===== src/hw/gdfcr_defs.vh =====
// constants for the gate driver fault and control register bank
`ifndef GDFCR_DEFS_VH
`define GDFCR_DEFS_VH

// ----------------------------------------------------------------
// register addresses
// ----------------------------------------------------------------
`define GDFCR_ADDR_FAULT_PRIMARY 3'h0
`define GDFCR_ADDR_FAULT_DETAIL 3'h1
`define GDFCR_ADDR_DRIVER_CTRL1 3'h2
`define GDFCR_ADDR_LAST 3'h5

// ----------------------------------------------------------------
// frame format
// ----------------------------------------------------------------
`define GDFCR_FRAME_BITS 5'h10
`define GDFCR_ADDR_DONE_BITS 5'h03
`define GDFCR_SDO_LEAD_BITS 5'h04
`define GDFCR_CNT_SAT 5'h11
`define GDFCR_DATA_W 12

// ----------------------------------------------------------------
// primary fault status fields
// ----------------------------------------------------------------
`define GDFCR_FP_SUMMARY 11
`define GDFCR_FP_SUPPLY_UV 10
`define GDFCR_FP_PUMP_UV 8
`define GDFCR_FP_SWITCH_OC 7
`define GDFCR_FP_SHUNT_OC 6
`define GDFCR_FP_THERM_WARN 5
`define GDFCR_FP_THERM_SHUT 4
`define GDFCR_FP_REG_OC 2
`define GDFCR_FP_REG_UV 1
`define GDFCR_FP_REG_OV 0

// ----------------------------------------------------------------
// control register fields and values
// ----------------------------------------------------------------
`define GDFCR_CR_CLEAR 11
`define GDFCR_CR_LOCK_HI 10
`define GDFCR_CR_LOCK_LO 8
`define GDFCR_CR_PUMP_UV_EN 7
`define GDFCR_CR_BEMF_HOLD 6
`define GDFCR_CR_WARN_PIN 5
`define GDFCR_CR_PWM_MODE 4
`define GDFCR_CR_DEAD_HI 3
`define GDFCR_CR_DEAD_LO 2
`define GDFCR_CR_CS_MODE 1
`define GDFCR_CR_CS_HOLD 0
`define GDFCR_LOCK_CODE 3'h6
`define GDFCR_UNLOCK_CODE 3'h3
`define GDFCR_CFG_RESET 8'hA4

`endif


===== src/hw/gdfcr_regs.v =====
// fault status and first control registers behind a 16-bit serial slave
//
// Overview of operation
// - summary fault bit 11 sets on any detected fault except thermal warning and holds until cleared
// - latched faults except thermal warning clear by clear bit or enable low pulse
// - supply undervoltage latches primary bit 10
// - charge pump undervoltage latches primary bit 8
// - any switch drain-source overcurrent latches primary bit 7
// - any shunt amplifier overcurrent latches primary bit 6
// - thermal warning bit 5 follows the warning indication, no clear needed
// - thermal shutdown latches bit 4 until clear bit or enable pulse
// - regulator overcurrent, undervoltage, overvoltage latch bits 2, 1, 0
// - detail bits 11..9 latch amplifier A, B, C overcurrent
// - detail bits 8..3 latch the six switch trips; bits 2..0 zero
// - writing 1 to control bit 11 clears all latched faults
// - clear bit self-clears and reads as 0
// - lock field 110 blocks other writes, 011 unlocks, else no change
// - bit 7 set makes pump undervoltage act; clear only reports it
// - bit 6 enables back-EMF amplifier sample-hold, default 0
// - bit 5 routes thermal warning to the fault pin, default 1
// - bit 4 picks PWM input mode, else independent inputs, default 0
// - bits 3..2 pick dead time 100/150/250/450 ns, default 01
// - bit 1 picks on-resistance sensing, else shunt sensing, default 0
// - bit 0 enables current amplifier sample-hold, default 0
// - frame is 16 bits msb first: rw, 3 address bits, 12 data bits
// - out-of-range address or wrong bit count discards the frame

`include "gdfcr_defs.vh"

module gdfcr_regs (
  input wire clk_sys,
  input wire nrst,
  input wire spi_cs_n,
  input wire spi_sclk,
  input wire spi_sdi,
  output wire spi_sdo,
  output wire spi_sdo_oe_n,
  input wire enable_pin,
  input wire supply_uv_cmp,
  input wire pump_uv_cmp,
  input wire thermal_warn_cmp,
  input wire thermal_shut_cmp,
  input wire regulator_oc_cmp,
  input wire regulator_uv_cmp,
  input wire regulator_ov_cmp,
  input wire amp_a_overcurrent,
  input wire amp_b_overcurrent,
  input wire amp_c_overcurrent,
  input wire phase_a_high_switch_trip,
  input wire phase_a_low_switch_trip,
  input wire phase_b_high_switch_trip,
  input wire phase_b_low_switch_trip,
  input wire phase_c_high_switch_trip,
  input wire phase_c_low_switch_trip,
  output wire error_indicator_pin_n,
  output wire pump_uv_shutdown,
  output wire pump_uv_protect_on,
  output wire backemf_hold_on,
  output wire thermal_warn_to_pin,
  output wire pwm_mode_on,
  output wire [1:0] dead_time_sel,
  output wire rdson_sense_on,
  output wire current_amp_hold_on
);

  // ----------------------------------------------------------------
  // input synchronisers
  // ----------------------------------------------------------------
  localparam SY_W = 20;
  localparam SY_CS = 0;
  localparam SY_SCLK = 1;
  localparam SY_SDI = 2;
  localparam SY_EN = 3;
  localparam SY_WARN = 6;
  localparam NLAT = 15;

  wire [SY_W-1:0] raw_in;
  reg [SY_W-1:0] sy1_r;
  reg [SY_W-1:0] sy2_r;

  assign raw_in = {phase_c_low_switch_trip, phase_c_high_switch_trip,
    phase_b_low_switch_trip, phase_b_high_switch_trip,
    phase_a_low_switch_trip, phase_a_high_switch_trip,
    amp_c_overcurrent, amp_b_overcurrent, amp_a_overcurrent,
    regulator_ov_cmp, regulator_uv_cmp, regulator_oc_cmp,
    thermal_shut_cmp, thermal_warn_cmp, pump_uv_cmp, supply_uv_cmp,
    enable_pin, spi_sdi, spi_sclk, spi_cs_n};

  always @(posedge clk_sys or negedge nrst) begin
    if (!nrst) begin
      sy1_r <= 20'h00009;
      sy2_r <= 20'h00009;
    end else begin
      sy1_r <= raw_in;
      sy2_r <= sy1_r;
    end
  end

  // ----------------------------------------------------------------
  // edge detection
  // ----------------------------------------------------------------
  reg cs_prev_r;
  reg sclk_prev_r;
  reg en_prev_r;
  wire cs_act;
  wire cs_fall;
  wire cs_rise;
  wire sclk_fall;
  wire sclk_rise;
  wire en_rise;

  always @(posedge clk_sys or negedge nrst) begin
    if (!nrst) begin
      cs_prev_r <= 1'b1;
      sclk_prev_r <= 1'b0;
      en_prev_r <= 1'b1;
    end else begin
      cs_prev_r <= sy2_r[SY_CS];
      sclk_prev_r <= sy2_r[SY_SCLK];
      en_prev_r <= sy2_r[SY_EN];
    end
  end

  assign cs_act = ~sy2_r[SY_CS] & ~cs_prev_r;
  assign cs_fall = ~sy2_r[SY_CS] & cs_prev_r;
  assign cs_rise = sy2_r[SY_CS] & ~cs_prev_r;
  assign sclk_fall = cs_act & sclk_prev_r & ~sy2_r[SY_SCLK];
  assign sclk_rise = cs_act & ~sclk_prev_r & sy2_r[SY_SCLK];
  assign en_rise = sy2_r[SY_EN] & ~en_prev_r;

  // ----------------------------------------------------------------
  // fault latches
  // ----------------------------------------------------------------
  // order: supply, pump, shutdown, reg oc, reg uv, reg ov, amp a..c,
  // then switches a-high, a-low, b-high, b-low, c-high, c-low
  wire [NLAT-1:0] fault_cond;
  reg [NLAT-1:0] lat_r;
  reg sum_r;
  reg warn_r;
  reg clr_req_r;
  wire clr_all;

  assign fault_cond = {sy2_r[19:7], sy2_r[5:4]};
  assign clr_all = clr_req_r | en_rise;

  genvar gi;
  generate
    for (gi = 0; gi < NLAT; gi = gi + 1) begin : g_lat
      // set wins over a clear in the same cycle
      always @(posedge clk_sys or negedge nrst) begin
        if (!nrst) begin
          lat_r[gi] <= 1'b0;
        end else begin
          lat_r[gi] <= (lat_r[gi] & ~clr_all) | fault_cond[gi];
        end
      end
    end
  endgenerate

  always @(posedge clk_sys or negedge nrst) begin
    if (!nrst) begin
      sum_r <= 1'b0;
      warn_r <= 1'b0;
    end else begin
      sum_r <= (sum_r & ~clr_all) | (|fault_cond);
      warn_r <= sy2_r[SY_WARN];
    end
  end

  // ----------------------------------------------------------------
  // control register state
  // ----------------------------------------------------------------
  reg [7:0] cfg_r;
  reg lock_r;

  // ----------------------------------------------------------------
  // read data selection
  // ----------------------------------------------------------------
  function [11:0] rd_word;
    input [2:0] addr;
    input [NLAT-1:0] lat;
    input sum;
    input warn;
    input lock;
    input [7:0] cfg;
    begin
      case (addr)
        `GDFCR_ADDR_FAULT_PRIMARY: begin
          rd_word = {sum, lat[0], 1'b0, lat[1], |lat[14:9], |lat[8:6],
            warn, lat[2], 1'b0, lat[3], lat[4], lat[5]};
        end
        `GDFCR_ADDR_FAULT_DETAIL: begin
          rd_word = {lat[6], lat[7], lat[8], lat[9], lat[10], lat[11],
            lat[12], lat[13], lat[14], 3'h0};
        end
        `GDFCR_ADDR_DRIVER_CTRL1: begin
          rd_word = {1'b0, (lock ? `GDFCR_LOCK_CODE : `GDFCR_UNLOCK_CODE), cfg};
        end
        default: begin
          rd_word = 12'h000;
        end
      endcase
    end
  endfunction

  // ----------------------------------------------------------------
  // serial frame engine
  // ----------------------------------------------------------------
  reg [4:0] fcnt_r;
  reg [4:0] rcnt_r;
  reg [15:0] shin_r;
  reg [11:0] shout_r;
  reg sdo_r;
  reg sdo_oe_n_r;
  wire [2:0] cur_addr;
  wire frame_ok;
  wire frame_wr_ctrl;
  wire [11:0] wdata;
  wire [2:0] wlock;

  assign cur_addr = {shin_r[1:0], sy2_r[SY_SDI]};
  assign wdata = shin_r[11:0];
  assign wlock = wdata[`GDFCR_CR_LOCK_HI:`GDFCR_CR_LOCK_LO];
  assign frame_ok = cs_rise & (fcnt_r == `GDFCR_FRAME_BITS)
    & (shin_r[14:12] <= `GDFCR_ADDR_LAST);
  assign frame_wr_ctrl = frame_ok & ~shin_r[15]
    & (shin_r[14:12] == `GDFCR_ADDR_DRIVER_CTRL1);

  always @(posedge clk_sys or negedge nrst) begin
    if (!nrst) begin
      fcnt_r <= 5'h00;
      rcnt_r <= 5'h00;
      shin_r <= 16'h0000;
    end else if (cs_fall) begin
      fcnt_r <= 5'h00;
      rcnt_r <= 5'h00;
      shin_r <= 16'h0000;
    end else begin
      if (sclk_fall) begin
        shin_r <= {shin_r[14:0], sy2_r[SY_SDI]};
        if (fcnt_r != `GDFCR_CNT_SAT) begin
          fcnt_r <= fcnt_r + 5'h01;
        end
      end
      if (sclk_rise && rcnt_r != `GDFCR_CNT_SAT) begin
        rcnt_r <= rcnt_r + 5'h01;
      end
    end
  end

  // reply: four low bits, then the addressed register msb first
  always @(posedge clk_sys or negedge nrst) begin
    if (!nrst) begin
      shout_r <= 12'h000;
      sdo_r <= 1'b0;
      sdo_oe_n_r <= 1'b1;
    end else begin
      sdo_oe_n_r <= sy2_r[SY_CS];
      if (cs_fall) begin
        shout_r <= 12'h000;
        sdo_r <= 1'b0;
      end else if (sclk_fall && fcnt_r == `GDFCR_ADDR_DONE_BITS) begin
        shout_r <= rd_word(cur_addr, lat_r, sum_r, warn_r, lock_r, cfg_r);
      end else if (sclk_rise) begin
        if (rcnt_r < `GDFCR_SDO_LEAD_BITS) begin
          sdo_r <= 1'b0;
        end else begin
          sdo_r <= shout_r[11];
          shout_r <= {shout_r[10:0], 1'b0};
        end
      end
    end
  end

  // ----------------------------------------------------------------
  // control register writes
  // ----------------------------------------------------------------
  always @(posedge clk_sys or negedge nrst) begin
    if (!nrst) begin
      cfg_r <= `GDFCR_CFG_RESET;
      lock_r <= 1'b0;
      clr_req_r <= 1'b0;
    end else begin
      clr_req_r <= 1'b0;
      if (frame_wr_ctrl) begin
        if (wlock == `GDFCR_LOCK_CODE) begin
          lock_r <= 1'b1;
        end else if (wlock == `GDFCR_UNLOCK_CODE) begin
          lock_r <= 1'b0;
        end
        if (!lock_r) begin
          cfg_r <= wdata[7:0];
          clr_req_r <= wdata[`GDFCR_CR_CLEAR];
        end
      end
    end
  end

  // ----------------------------------------------------------------
  // pin and protection outputs
  // ----------------------------------------------------------------
  reg err_n_r;
  reg pump_trip_r;

  always @(posedge clk_sys or negedge nrst) begin
    if (!nrst) begin
      err_n_r <= 1'b1;
      pump_trip_r <= 1'b0;
    end else begin
      err_n_r <= ~(sum_r | (warn_r & cfg_r[`GDFCR_CR_WARN_PIN]));
      pump_trip_r <= lat_r[1] & cfg_r[`GDFCR_CR_PUMP_UV_EN];
    end
  end

  assign spi_sdo = sdo_r;
  assign spi_sdo_oe_n = sdo_oe_n_r;
  assign error_indicator_pin_n = err_n_r;
  assign pump_uv_shutdown = pump_trip_r;
  assign pump_uv_protect_on = cfg_r[`GDFCR_CR_PUMP_UV_EN];
  assign backemf_hold_on = cfg_r[`GDFCR_CR_BEMF_HOLD];
  assign thermal_warn_to_pin = cfg_r[`GDFCR_CR_WARN_PIN];
  assign pwm_mode_on = cfg_r[`GDFCR_CR_PWM_MODE];
  assign dead_time_sel = cfg_r[`GDFCR_CR_DEAD_HI:`GDFCR_CR_DEAD_LO];
  assign rdson_sense_on = cfg_r[`GDFCR_CR_CS_MODE];
  assign current_amp_hold_on = cfg_r[`GDFCR_CR_CS_HOLD];

endmodule // gdfcr_regs


===== config.mk =====
export PLATFORM = sky130hd
export DESIGN_NAME = gdfcr_regs
export DESIGN_NICKNAME = d
export VERILOG_FILES = /design/src/hw/gdfcr_regs.v
export VERILOG_INCLUDE_DIRS = /design/src /design/src/hw
export SDC_FILE = /design/constraint.sdc
export NUM_CORES = 1
export LEC_CHECK = 0
export BUFFER_PORTS_ARGS = -buffer_cell sky130_fd_sc_hd__clkbuf_2
export CORE_MARGIN = 3
export CORE_UTILIZATION = 40
export CTS_CLUSTER_SIZE = 20
export DETAILED_ROUTE_END_ITERATION = 8
export PLACE_DENSITY = 0.65
export SYNTH_ARGS = -nofsm -noshare
export SYNTH_HDL_FRONTEND = slang
export SYNTH_SLANG_ARGS = --single-unit

===== constraint.sdc =====
create_clock -name clk_sys -period 2.5 [get_ports clk_sys]
set_input_delay 0.125 -clock clk_sys [delete_from_list [all_inputs] [get_ports clk_sys]]
set_output_delay 0.125 -clock clk_sys [all_outputs]
set_load 0.05 [all_outputs]

==> run_results.csv, run 1 <==
group,metric,value,unit
run_status,status,"finished clean",
grt,track_usage,15.4,%
logic_synthesis,yosysUniqueCellTypes,44,
setup_path,reg2reg_depth,4,
routing,via_per_inst,5.12,
sta,period_share,85.5,%
grt,grt.overflow.total,0,
sta,skew,12.4,ps
layout,fin_nets,415,
logic_synthesis,synth_seq_cells,111,
floorplanning,num_rows,36,
routing,drc,0,
sta,max_freq,468,MHz
cts,cts_resized,0,
grt,grt_max_degree,59,
floorplanning,die_y,108,um
cts,cts_tree,"built",
layout,nFillCells,865,
setup_path,reg2reg_slack,360,ps
sta,slew_headroom,49.6,%
routing,ant_nets,0,
sta,period_needed,2140,ps
cts,clock_latency,370,ps
layout,antenna_cells,0,
cts,clk_pin_slew_worst_paths,110,ps
setup_path,start_kind,"register",
floorplanning,die_area,11700,um2
setup_path,r2r_start,"spi_sdo_oe_n",
sta,tns,0,ps
layout,area_growth,17.9,%
setup_path,crit_family,"simple AND/OR/NAND/NOR gates",
place,dp_hpwl,5410,um
run,maxCapViolCount,0,
logic_synthesis,ys_seq_area_share,66.7,%
layout,drive_above_1_share,20.1,%
power_and_ir_drop,irDropWorstVdd,0.471,mV
sta,slew_violations,0,
layout,final_common_cell,"dfrtp_1",
floorplanning,core,9950,um2
setup_path,required,2800,ps
setup_path,path_cells,"or4b_4 -> or3_4 -> or3_1 -> a2bb2oi_1",
setup_path,endpoint_kind,"register",
cts,cts_buffers,9,
sta,rsz0062_at_grt,"no",
sta,finalHoldViolations,0,
routing,drtIter0Drc,154,
logic_synthesis,yosysWarnings,0,
layout,final_core_util,49.5,%
cts,cts_max_level,3,
cts,clockBufferDepth,2,
logic_synthesis,syn_nets,356,
power_and_ir_drop,powerDensity,644,nW/um2
setup_path,crit_slowest_cell,"or4b_4",
layout,most-common-layout-cells,"dfrtp_1 (101), nand2_1 (38), clkbuf_2 (32)",
routing,drt-pass1-iter-count,4,
logic_synthesis,synthCells,329,
cts,cts_root_buf,"clkbuf_8",
logic_synthesis,ys_async_sr_fraction,100,%
sta,worst_pin_slew,756,ps
grt,antenna_found_initial,0,
cts,cts_num_sinks,111,
routing,wl,7970,um
logic_synthesis,synthesis.area,4180,um2
logic_synthesis,syn_area_per_cell,12.7,um2
routing,num_vias,2692,
place,gp_congestion,0.752,
routing,routedWlPerCell,15.2,um
setup_path,r2r_end,"shout_r[2]",
setup_path,crit_type,"register to register",
grt,grt_pass1_vias,2794,
setup_path,arrival,2430,ps
power_and_ir_drop,leakagePower,2.22,nW
setup_path,timing.critical_path.buf_inv,0,
setup_path,path_max_fanout,21,
floorplanning,initial_core_util,42.0,%
logic_synthesis,synth-main-ff-cell,"dfrtp_1",
sta,setup_viol,0,
worst_hold_path,min_path_type,"input port to async pin",
logic_synthesis,synth_edf_count,0,
place,port_buffers,33,
floorplanning,io_pins,34,
grt,grt_pass1_wl,14000,um
floorplanning,die_x,108,um
setup_path,cpPeakStageDelay,690,ps
[layer usage]
metal  routed length, um  track usage [%]
met1                3850             21.9
met2                3750             23.4
met3                 302             4.12
met4                  79             4.60
met5                   0                0
[stage by stage]
| stage | cell area [um2] | worst slack, ps | cells | total power [mW] | hold slack (ps) |
|---|---|---|---|---|---|
| 2_1_floorplan | 4180 | 382 | 329 | 2.06 | -171 |
| 3_3_place_gp | 4530 | 428 | 489 | 2.15 | 189 |
| 3_5_place_dp | 4530 | 371 | 489 | 2.16 | 198 |
| 4_1_cts | 4930 | 349 | 526 | 3.21 | 314 |
| 5_1_grt | 4930 | 227 | 526 | 3.35 | 344 |
| 6_report | 4930 | 362 | 526 | 3.18 | 308 |
[Yosys cell counts, drive strengths merged, types with 2 or more instances]
cell type	number	area, um2
nor4	6	37.5
nor4b	2	17.5
nor2	9	33.8
nor2b	6	37.5
or4	2	15.0
a21oi	4	20.0
a2bb2oi	10	87.6
buf	3	18.8
o21ai	17	85.1
clkbuf	10	37.5
nand4	5	31.3
dfrtp	101	2530
mux2i	11	110
or3	4	30.0
nor3	2	15.0
a31oi	2	12.5
ha	5	62.6
inv	9	33.8
a21o	15	113
dfstp	10	263
nand2	38	143
o21a	2	15.0
and2	3	18.8
o2bb2ai	3	26.3
xor2	4	35.0
or4b	3	33.8
nand2b	4	25.0
o31ai	5	37.5
mux2	8	90.1
nand3	17	85.1
[flip-flops by register name, indices dropped and copies added (netlist names), 5 cells and up]
signal   count
fcnt_r       5
cfg_r        8
lat_r       15
shin_r      16
shout_r     12
sy2_r       20
rcnt_r       5
sy1_r       20
[worst max path at each step]
| stage | start | end | slack (ps) | depth (start not counted) |
|---|---|---|---|---|
| global route | fcnt_r[0] | shout_r[1] | 230 | 5 |
| detailed placement | fcnt_r[0] | shout_r[5] | 370 | 5 |
| floorplan | spi_sdo_oe_n | shout_r[11] | 380 | 5 |
| finish | spi_sdo_oe_n | shout_r[2] | 360 | 4 |
| global placement | spi_sdo_oe_n | shout_r[11] | 430 | 4 |
| CTS | fcnt_r[0] | shout_r[2] | 350 | 5 |
[cells by family (layout without fill, tap and decap cells)]
group | count (synthesis) | count (layout) | share of synthesized area [%]
and+or+nand+nor | 103 | 103 | 13.0
DFF | 111 | 111 | 66.7
muxes | 19 | 19 | 4.79
AOI/OAI and AO/OA | 64 | 64 | 10.9
buffers and inverters | 22 | 86 | 2.15
adders and majority gates | 5 | 5 | 1.50
xor gates and xnor gates | 5 | 5 | 1.05
[timing repair]
item | 4_1_cts | 5_1_grt
hold buffers | 21 | 0
setup buffers | 0 | 0
endpoints found under the hold margin | 66 | 0
[cell type report]
type | count | area, um2 | area share, %
sequential | 111 | 2790 | 56.6
clock inverter | 6 | 61.3 | 1.24
clock buffer | 10 | 128 | 2.59
multi-input combinational | 196 | 1310 | 26.5
inverter | 9 | 33.8 | 0.685
tap | 133 | 166 | 3.37
timing repair buffer | 61 | 443 | 8.98
[report_power, final]
group / leakage (nW) / internal (mW) / switching [mW] / total, mW
registers: 1.34 / 1.88 / 0.0613 / 1.94
logic: 0.788 / 0.102 / 0.104 / 0.206
clock network: 0.0926 / 0.390 / 0.641 / 1.03
[worst reg2reg max path: stages (launching register included)]
cell and delay, ps:
dfstp_2 420, or4b_4 690, or3_4 440, or3_1 350, a2bb2oi_1 160
(Power assumes the default switching activity.)
==> run 2: changes to the inputs <==
--- a/config.mk
+++ b/config.mk
@@ -6,6 +6,7 @@
 export SDC_FILE = /design/constraint.sdc
 export NUM_CORES = 1
 export LEC_CHECK = 0
+export ABC_AREA = 1
 export BUFFER_PORTS_ARGS = -buffer_cell sky130_fd_sc_hd__clkbuf_2
 export CORE_MARGIN = 3
 export CORE_UTILIZATION = 40
==> run 2 against run 1 <==
Via count increased by 10%. Highest routed layer unchanged. Combinational power up 46%. Critical endpoint is now shout_r[3]. Register-to-register slack improved by 420 ps. Synthesized area is 3.2% higher. Sequential power about the same. Largest power group unchanged. Synthesized cell count increased by 26%. Global-route usage down 0.23 points. Sequential cell count is the same. Clock skew is 2.2 ps higher. First-iteration DRC count is 47% higher. Final cell count rose by 18%. Count of clock-buffer cells in the layout decreased by 1.
==> run_results.csv, run 2 <==
group,metric,value,unit
run,maxCapViolCount,0,
logic_synthesis,synth_simple_gate_area_share,18.2,%
logic_synthesis,yosysTopAreaCellShare,58.6,%
logic_synthesis,synth_fa_ha_area_share,1.45,%
logic_synthesis,ys_async_sr_fraction,100,%
layout,most-common-layout-cells,"nand2_1 (101), dfrtp_1 (101), inv_1 (53)",
routing,routedWlPerCell,13.4,um
layout,nFillCells,957,
worst_hold_path,min_path_type,"input port to async pin",
logic_synthesis,yosysTopAreaCell,"dfrtp_1",
layout,drive_above_1_share,19.2,%
cts,cts_tree,"built",
place,gp_congestion,0.885,
layout,final_cells,620,
power_and_ir_drop,finalPower,3.34,mW
cts,cts_buffers,9,
sta,period_share,68.7,%
grt,grt_pass1_wl,14100,um
setup_path,arrival,2000,ps
sta,period_needed,1720,ps
power_and_ir_drop,powerDensity,658,nW/um2
run_status,status,"finished clean",
power_and_ir_drop,irDropWorstVdd,0.429,mV
cts,cts_resized,0,
cts,clockBufferDepth,2,
setup_path,start_kind,"register",
cts,cts_num_sinks,111,
setup_path,crit_type,"register to register",
floorplanning,die_area,12100,um2
setup_path,critical_path.startpoint,"spi_sdo_oe_n",
logic_synthesis,synth_seq_cells,111,
grt,grt_pass1_vias,2980,
cts,cts_max_level,3,
sta,finalHoldViolations,0,
sta,worst_pin_slew,638,ps
setup_path,endpoint_kind,"register",
logic_synthesis,synth_compound_area_share,9.28,%
cts,clock_latency,380,ps
place,dp.cells,583,
logic_synthesis,synth-xor-area-share,0.609,%
sta,slew_violations,0,
sta,worst_slack,782,ps
cts,cts_root_buf,"clkbuf_8",
sta,max_freq,582,MHz
place,port_buffers,33,
grt,grt_max_degree,40,
floorplanning,initial_core_util,41.4,%
logic_synthesis,synth_mux_area_share,0,%
setup_path,path_max_fanout,18,
place,dp_hpwl,5900,um
routing,wl,8280,um
logic_synthesis,yosysUniqueCellTypes,35,
layout,final_core_util,48.8,%
power_and_ir_drop,leakagePower,2.46,nW
grt,grt.overflow.total,0,
logic_synthesis,yosysWarnings,0,
floorplanning,die_y,110,um
logic_synthesis,synth_common_cells,"dfrtp_1 (101), nand2_1 (101), inv_1 (53), nor2_1 (20), nand3_1 (17)",
sta,tns,0,ps
routing,via_per_inst,4.79,
logic_synthesis,synthCells,416,
routing,drtIter0Drc,226,
logic_synthesis,synth_top_family_by_area,"simple AND/OR/NAND/NOR gates",
logic_synthesis,synthesis.area,4320,um2
cts,clk_pin_slew_worst_paths,110,ps
floorplanning,num_rows,37,
sta,skew,14.7,ps
logic_synthesis,ys_seq_area_share,64.6,%
place,place_ws,809,ps
floorplanning,die_x,110,um
routing,ant_nets,0,
setup_path,r2r_start,"spi_sdo_oe_n",
setup_path,required,2790,ps
sta,slew_headroom,57.2,%
floorplanning,io_pins,34,
routing,drc,0,
grt,track_usage,15.2,%
routing,num_vias,2969,
logic_synthesis,synth-main-ff-cell,"dfrtp_1",
floorplanning,core,10400,um2
routing,drt-pass1-iter-count,4,
layout,reg_top3,"sy1_r: 20 flops, sy2_r: 20 flops, shin_r: 16 flops",
sta,setup_viol,0,
sta,rsz0062_at_grt,"no",
layout,fin_nets,506,
layout,area_growth,17.7,%
logic_synthesis,synthTopCellsByArea,"dfrtp_1 (59%), nand2_1 (8.8%), dfstp_2 (6.1%)",
grt,antenna_found_initial,0,
layout,antenna_cells,0,
logic_synthesis,syn_nets,443,
logic_synthesis,syn_area_per_cell,10.4,um2
logic_synthesis,synth_edf_count,0,
-- run 2: report_power, final --
group	switching, mW	internal [mW]
sequential	0.0671	1.89
clock	0.679	0.403
combinational	0.182	0.119
-- run 2: repair_timing --
action,4_1_cts,5_1_grt
endpoints found under the hold margin,46,0
buffers inserted,0,0
hold buffers,21,0
-- run 2: cell type report --
class,instances,area (um2),area share [%]
clock inverter,7,90.1,1.77
tap,136,170,3.35
multi-input combinational,243,1270,25.1
clock buffer,9,124,2.44
timing repair buffer,58,420,8.28
sequential,111,2790,54.9
inverter,56,210,4.14
-- run 2: per-layer routing --
metal	vias to the layer above	track usage [%]	share of wire [%]
met1	1436	21.0	48
met2	51	22.8	46
met4	0	5.70	1.8
met5	-	0	0
li1	1470	-	-
met3	12	4.23	4.4
-- run 2: logic make-up (layout without fill, tap and decap cells) --
logic type	Yosys count	after routing
xor gates and xnor gates	3	3
and+or+nand+nor	170	170
buffers and inverters	62	130
AOI/OAI and AO/OA	65	65
adders and majority gates	5	5
DFF	111	111
-- run 2: stage by stage --
stage	hold WS, ps	area [um2]
5_1_grt	246	5080
4_1_cts	225	5080
2_1_floorplan	-171	4320
3_5_place_dp	101	4650
3_3_place_gp	90.8	4650
6_report	218	5080
-- run 2: final timing paths --
check                             end  slack [ps]  cells after the start
max                        shout_r[3]         780                      9
min                         shin_r[9]         220                      2
max reg2reg                shout_r[3]         780                      9
min reg2reg                 sy2_r[11]         350                      0
max in group asynchronous   sy2_r[19]        1650                      3
min in group clk_sys        sy2_r[11]         350                      0
-- run 2: critical path, stage by stage (launching register included) --
cell and delay [ps]:
dfstp_2 590, nor2_2 70, nand2_4 220, nor2_8 90
nor2_4 260, nand2_4 140, inv_2 110, nand2_1 50
nand2_1 50, inv_1 30
==> run 3: changes to the inputs <==
--- a/config.mk
+++ b/config.mk
@@ -6,7 +6,7 @@
 export SDC_FILE = /design/constraint.sdc
 export NUM_CORES = 1
 export LEC_CHECK = 0
-export ABC_AREA = 1
+export ABC_AREA = 0
 export BUFFER_PORTS_ARGS = -buffer_cell sky130_fd_sc_hd__clkbuf_2
 export CORE_MARGIN = 3
 export CORE_UTILIZATION = 40
==> constraint.sdc (replaced) <==
create_clock -name clk_sys -period 1.7 [get_ports clk_sys]
set_input_delay 0.085 -clock clk_sys [delete_from_list [all_inputs] [get_ports clk_sys]]
set_output_delay 0.085 -clock clk_sys [all_outputs]
set_load 0.05 [all_outputs]
==> run 3 against run 2 <==
The flow now finishes with violations (negative setup slack). Final cell count shrank 7.7%. Worst hold slack got worse by 15 ps. Power up 51%. Worst setup slack lost 1100 ps. Non-clock buffer count up 49. Critical path depth decreased by 1. Fmax is 13% lower. Clock skew increased by 1.0 ps. Clock power is 57% higher. Global-route usage increased by 1.4 points. Die area fell by 2.9%. Sequential power up 46%. Critical path type unchanged. Largest power group unchanged.
==> run_results.csv, run 3 (synthesis gave the netlist of run 1 again) <==
group,metric,value,unit
grt,grt_pass1_wl,15100,um
routing,num_vias,2949,
cts,cts_root_buf,"clkbuf_8",
sta,slew_headroom,47.6,%
setup_path,required,1970,ps
layout,final_common_cell,"dfrtp_1",
setup_path,r2r_end,"cfg_r[4]",
sta,finalHoldViolations,0,
cts,clockBufferDepth,2,
layout,area_growth,38.0,%
sta,setup_viol,28,
run_status,status,"finished with violations",
setup_path,arrival,2250,ps
routing,routedWlPerCell,16.4,um
routing,drt-pass1-iter-count,4,
routing,via_per_inst,5.16,
cts,cts_tree,"built",
cts,clk_pin_slew_worst_paths,130,ps
sta,skew,15.7,ps
setup_path,reg2reg_depth,8,
layout,reg_top3,"sy1_r: 20 flops, sy2_r: 20 flops, shin_r: 16 flops",
setup_path,reg2reg_slack,-280,ps
grt,grt_pass1_vias,3033,
worst_hold_path,min_path_type,"input port to async pin",
setup_path,crit_type,"register to register",
floorplanning,core,9950,um2
place,gp_congestion,0.788,
setup_path,path_max_fanout,8,
routing,drtIter0Drc,142,
grt,grt_max_degree,37,
layout,most-common-layout-cells,"dfrtp_1 (101), buf_4 (35), clkbuf_2 (32)",
grt,grt.overflow.total,0,
cts,clock_latency,390,ps
setup_path,start_kind,"register",
layout,regArea,2790,um2
grt,antenna_found_initial,0,
sta,slew_violations,0,
layout,drive_above_1_share,39.6,%
grt,track_usage,16.6,%
power_and_ir_drop,irDropWorstVdd,0.620,mV
setup_path,endpoint_kind,"register",
sta,period_needed,1980,ps
setup_path,r2r_start,"fcnt_r[1]",
floorplanning,num_rows,36,
floorplanning,die_x,108,um
power_and_ir_drop,finalPower,5.04,mW
cts,cts_buffers,9,
floorplanning,io_pins,34,
run,maxCapViolCount,0,
floorplanning,die_area,11700,um2
sta,period_share,117,%
place,port_buffers,33,
power_and_ir_drop,leakagePower,2.56,nW
cts,cts_max_level,3,
layout,multi_input_area,1650,um2
layout,antenna_cells,0,
routing,drc,0,
sta,worst_pin_slew,781,ps
sta,max_freq,504,MHz
cts,cts_num_sinks,111,
floorplanning,initial_core_util,42.0,%
run_status,violations,"negative setup slack",
routing,ant_nets,0,
place,dp_hpwl,5920,um
floorplanning,die_y,108,um
layout,fin_nets,461,
layout,final_core_util,58.0,%
sta,rsz0062_at_grt,"yes",
sta,worst_slack,-283,ps
power_and_ir_drop,powerDensity,873,nW/um2
routing,wl,9390,um
layout,nFillCells,764,
-- run 3: cell types whose count changed in the layout (fill, tap and decap cells not counted), sizes merged, moves of 12 or more --
cell   previous run  this run
nand2           110        38
buf               5        53
inv              57        14
nor2             27         9
o22ai            16         0
a21o              3        15
-- run 3: what timing repair did --
item	in CTS	in global routing
pin swaps	12	14
buffers inserted	13	6
hold buffers	21	0
endpoints found under the hold margin	53	0
resized for setup	26	61
gates cloned	0	1
endpoints found under the setup margin	29	44
-- run 3: how the worst max path moves through the flow --
stage,slack (ps),to,cells past startpoint,start
floorplan,-320,shout_r[11],5,spi_sdo_oe_n
detailed placement,-330,shout_r[11],5,fcnt_r[0]
finish,-280,cfg_r[4],8,fcnt_r[1]
CTS,-270,shout_r[11],5,fcnt_r[1]
global route,-380,cfg_r[4],8,fcnt_r[1]
global placement,-240,shout_r[11],5,fcnt_r[0]
-- run 3: layer usage --
layer / vias to the layer above / share of wire [%] / global-route usage [%]
met2: 53 / 51 / 26.4
met5: - / 0 / 0
met4: 0 / 1.4 / 4.87
met1: 1510 / 45 / 23.2
li1: 1374 / - / -
met3: 12 / 3.3 / 3.40
-- run 3: critical path, stage by stage (launching register included) --
cell and delay (ps):
dfrtp_1 430, buf_6 140, inv_4 60, ha_4 120, nor4bb_4 190, nand4b_1 220, nor3_4 250, buf_12 170
mux2_4 300
-- run 3: cell type report --
type / instances / share of cell area [%]
sequential: 111 / 48.4
multi-input combinational: 196 / 28.6
timing repair buffer: 107 / 15.6
tap: 133 / 2.88
clock buffer: 9 / 2.15
clock inverter: 7 / 1.76
inverter: 9 / 0.629
-- run 3: metrics by stage --
step | setup slack (ps) | cell area [um2] | hold slack (ps) | setup TNS [ps] | instances
2_1_floorplan | -320 | 4250 | -211 | -5760 | 329
3_3_place_gp | -239 | 4860 | 95.2 | -4230 | 519
3_5_place_dp | -332 | 4860 | 99.2 | -4690 | 519
4_1_cts | -268 | 5500 | 208 | -6320 | 568
5_1_grt | -381 | 5770 | 233 | -7130 | 572
6_report | -283 | 5770 | 203 | -4980 | 572
-- run 3: report_power, final --
group          leakage [nW]  internal (mW)  switching [mW]
clock                 0.111          0.633            1.07
combinational          1.11          0.253           0.224
sequential             1.34           2.76          0.0943
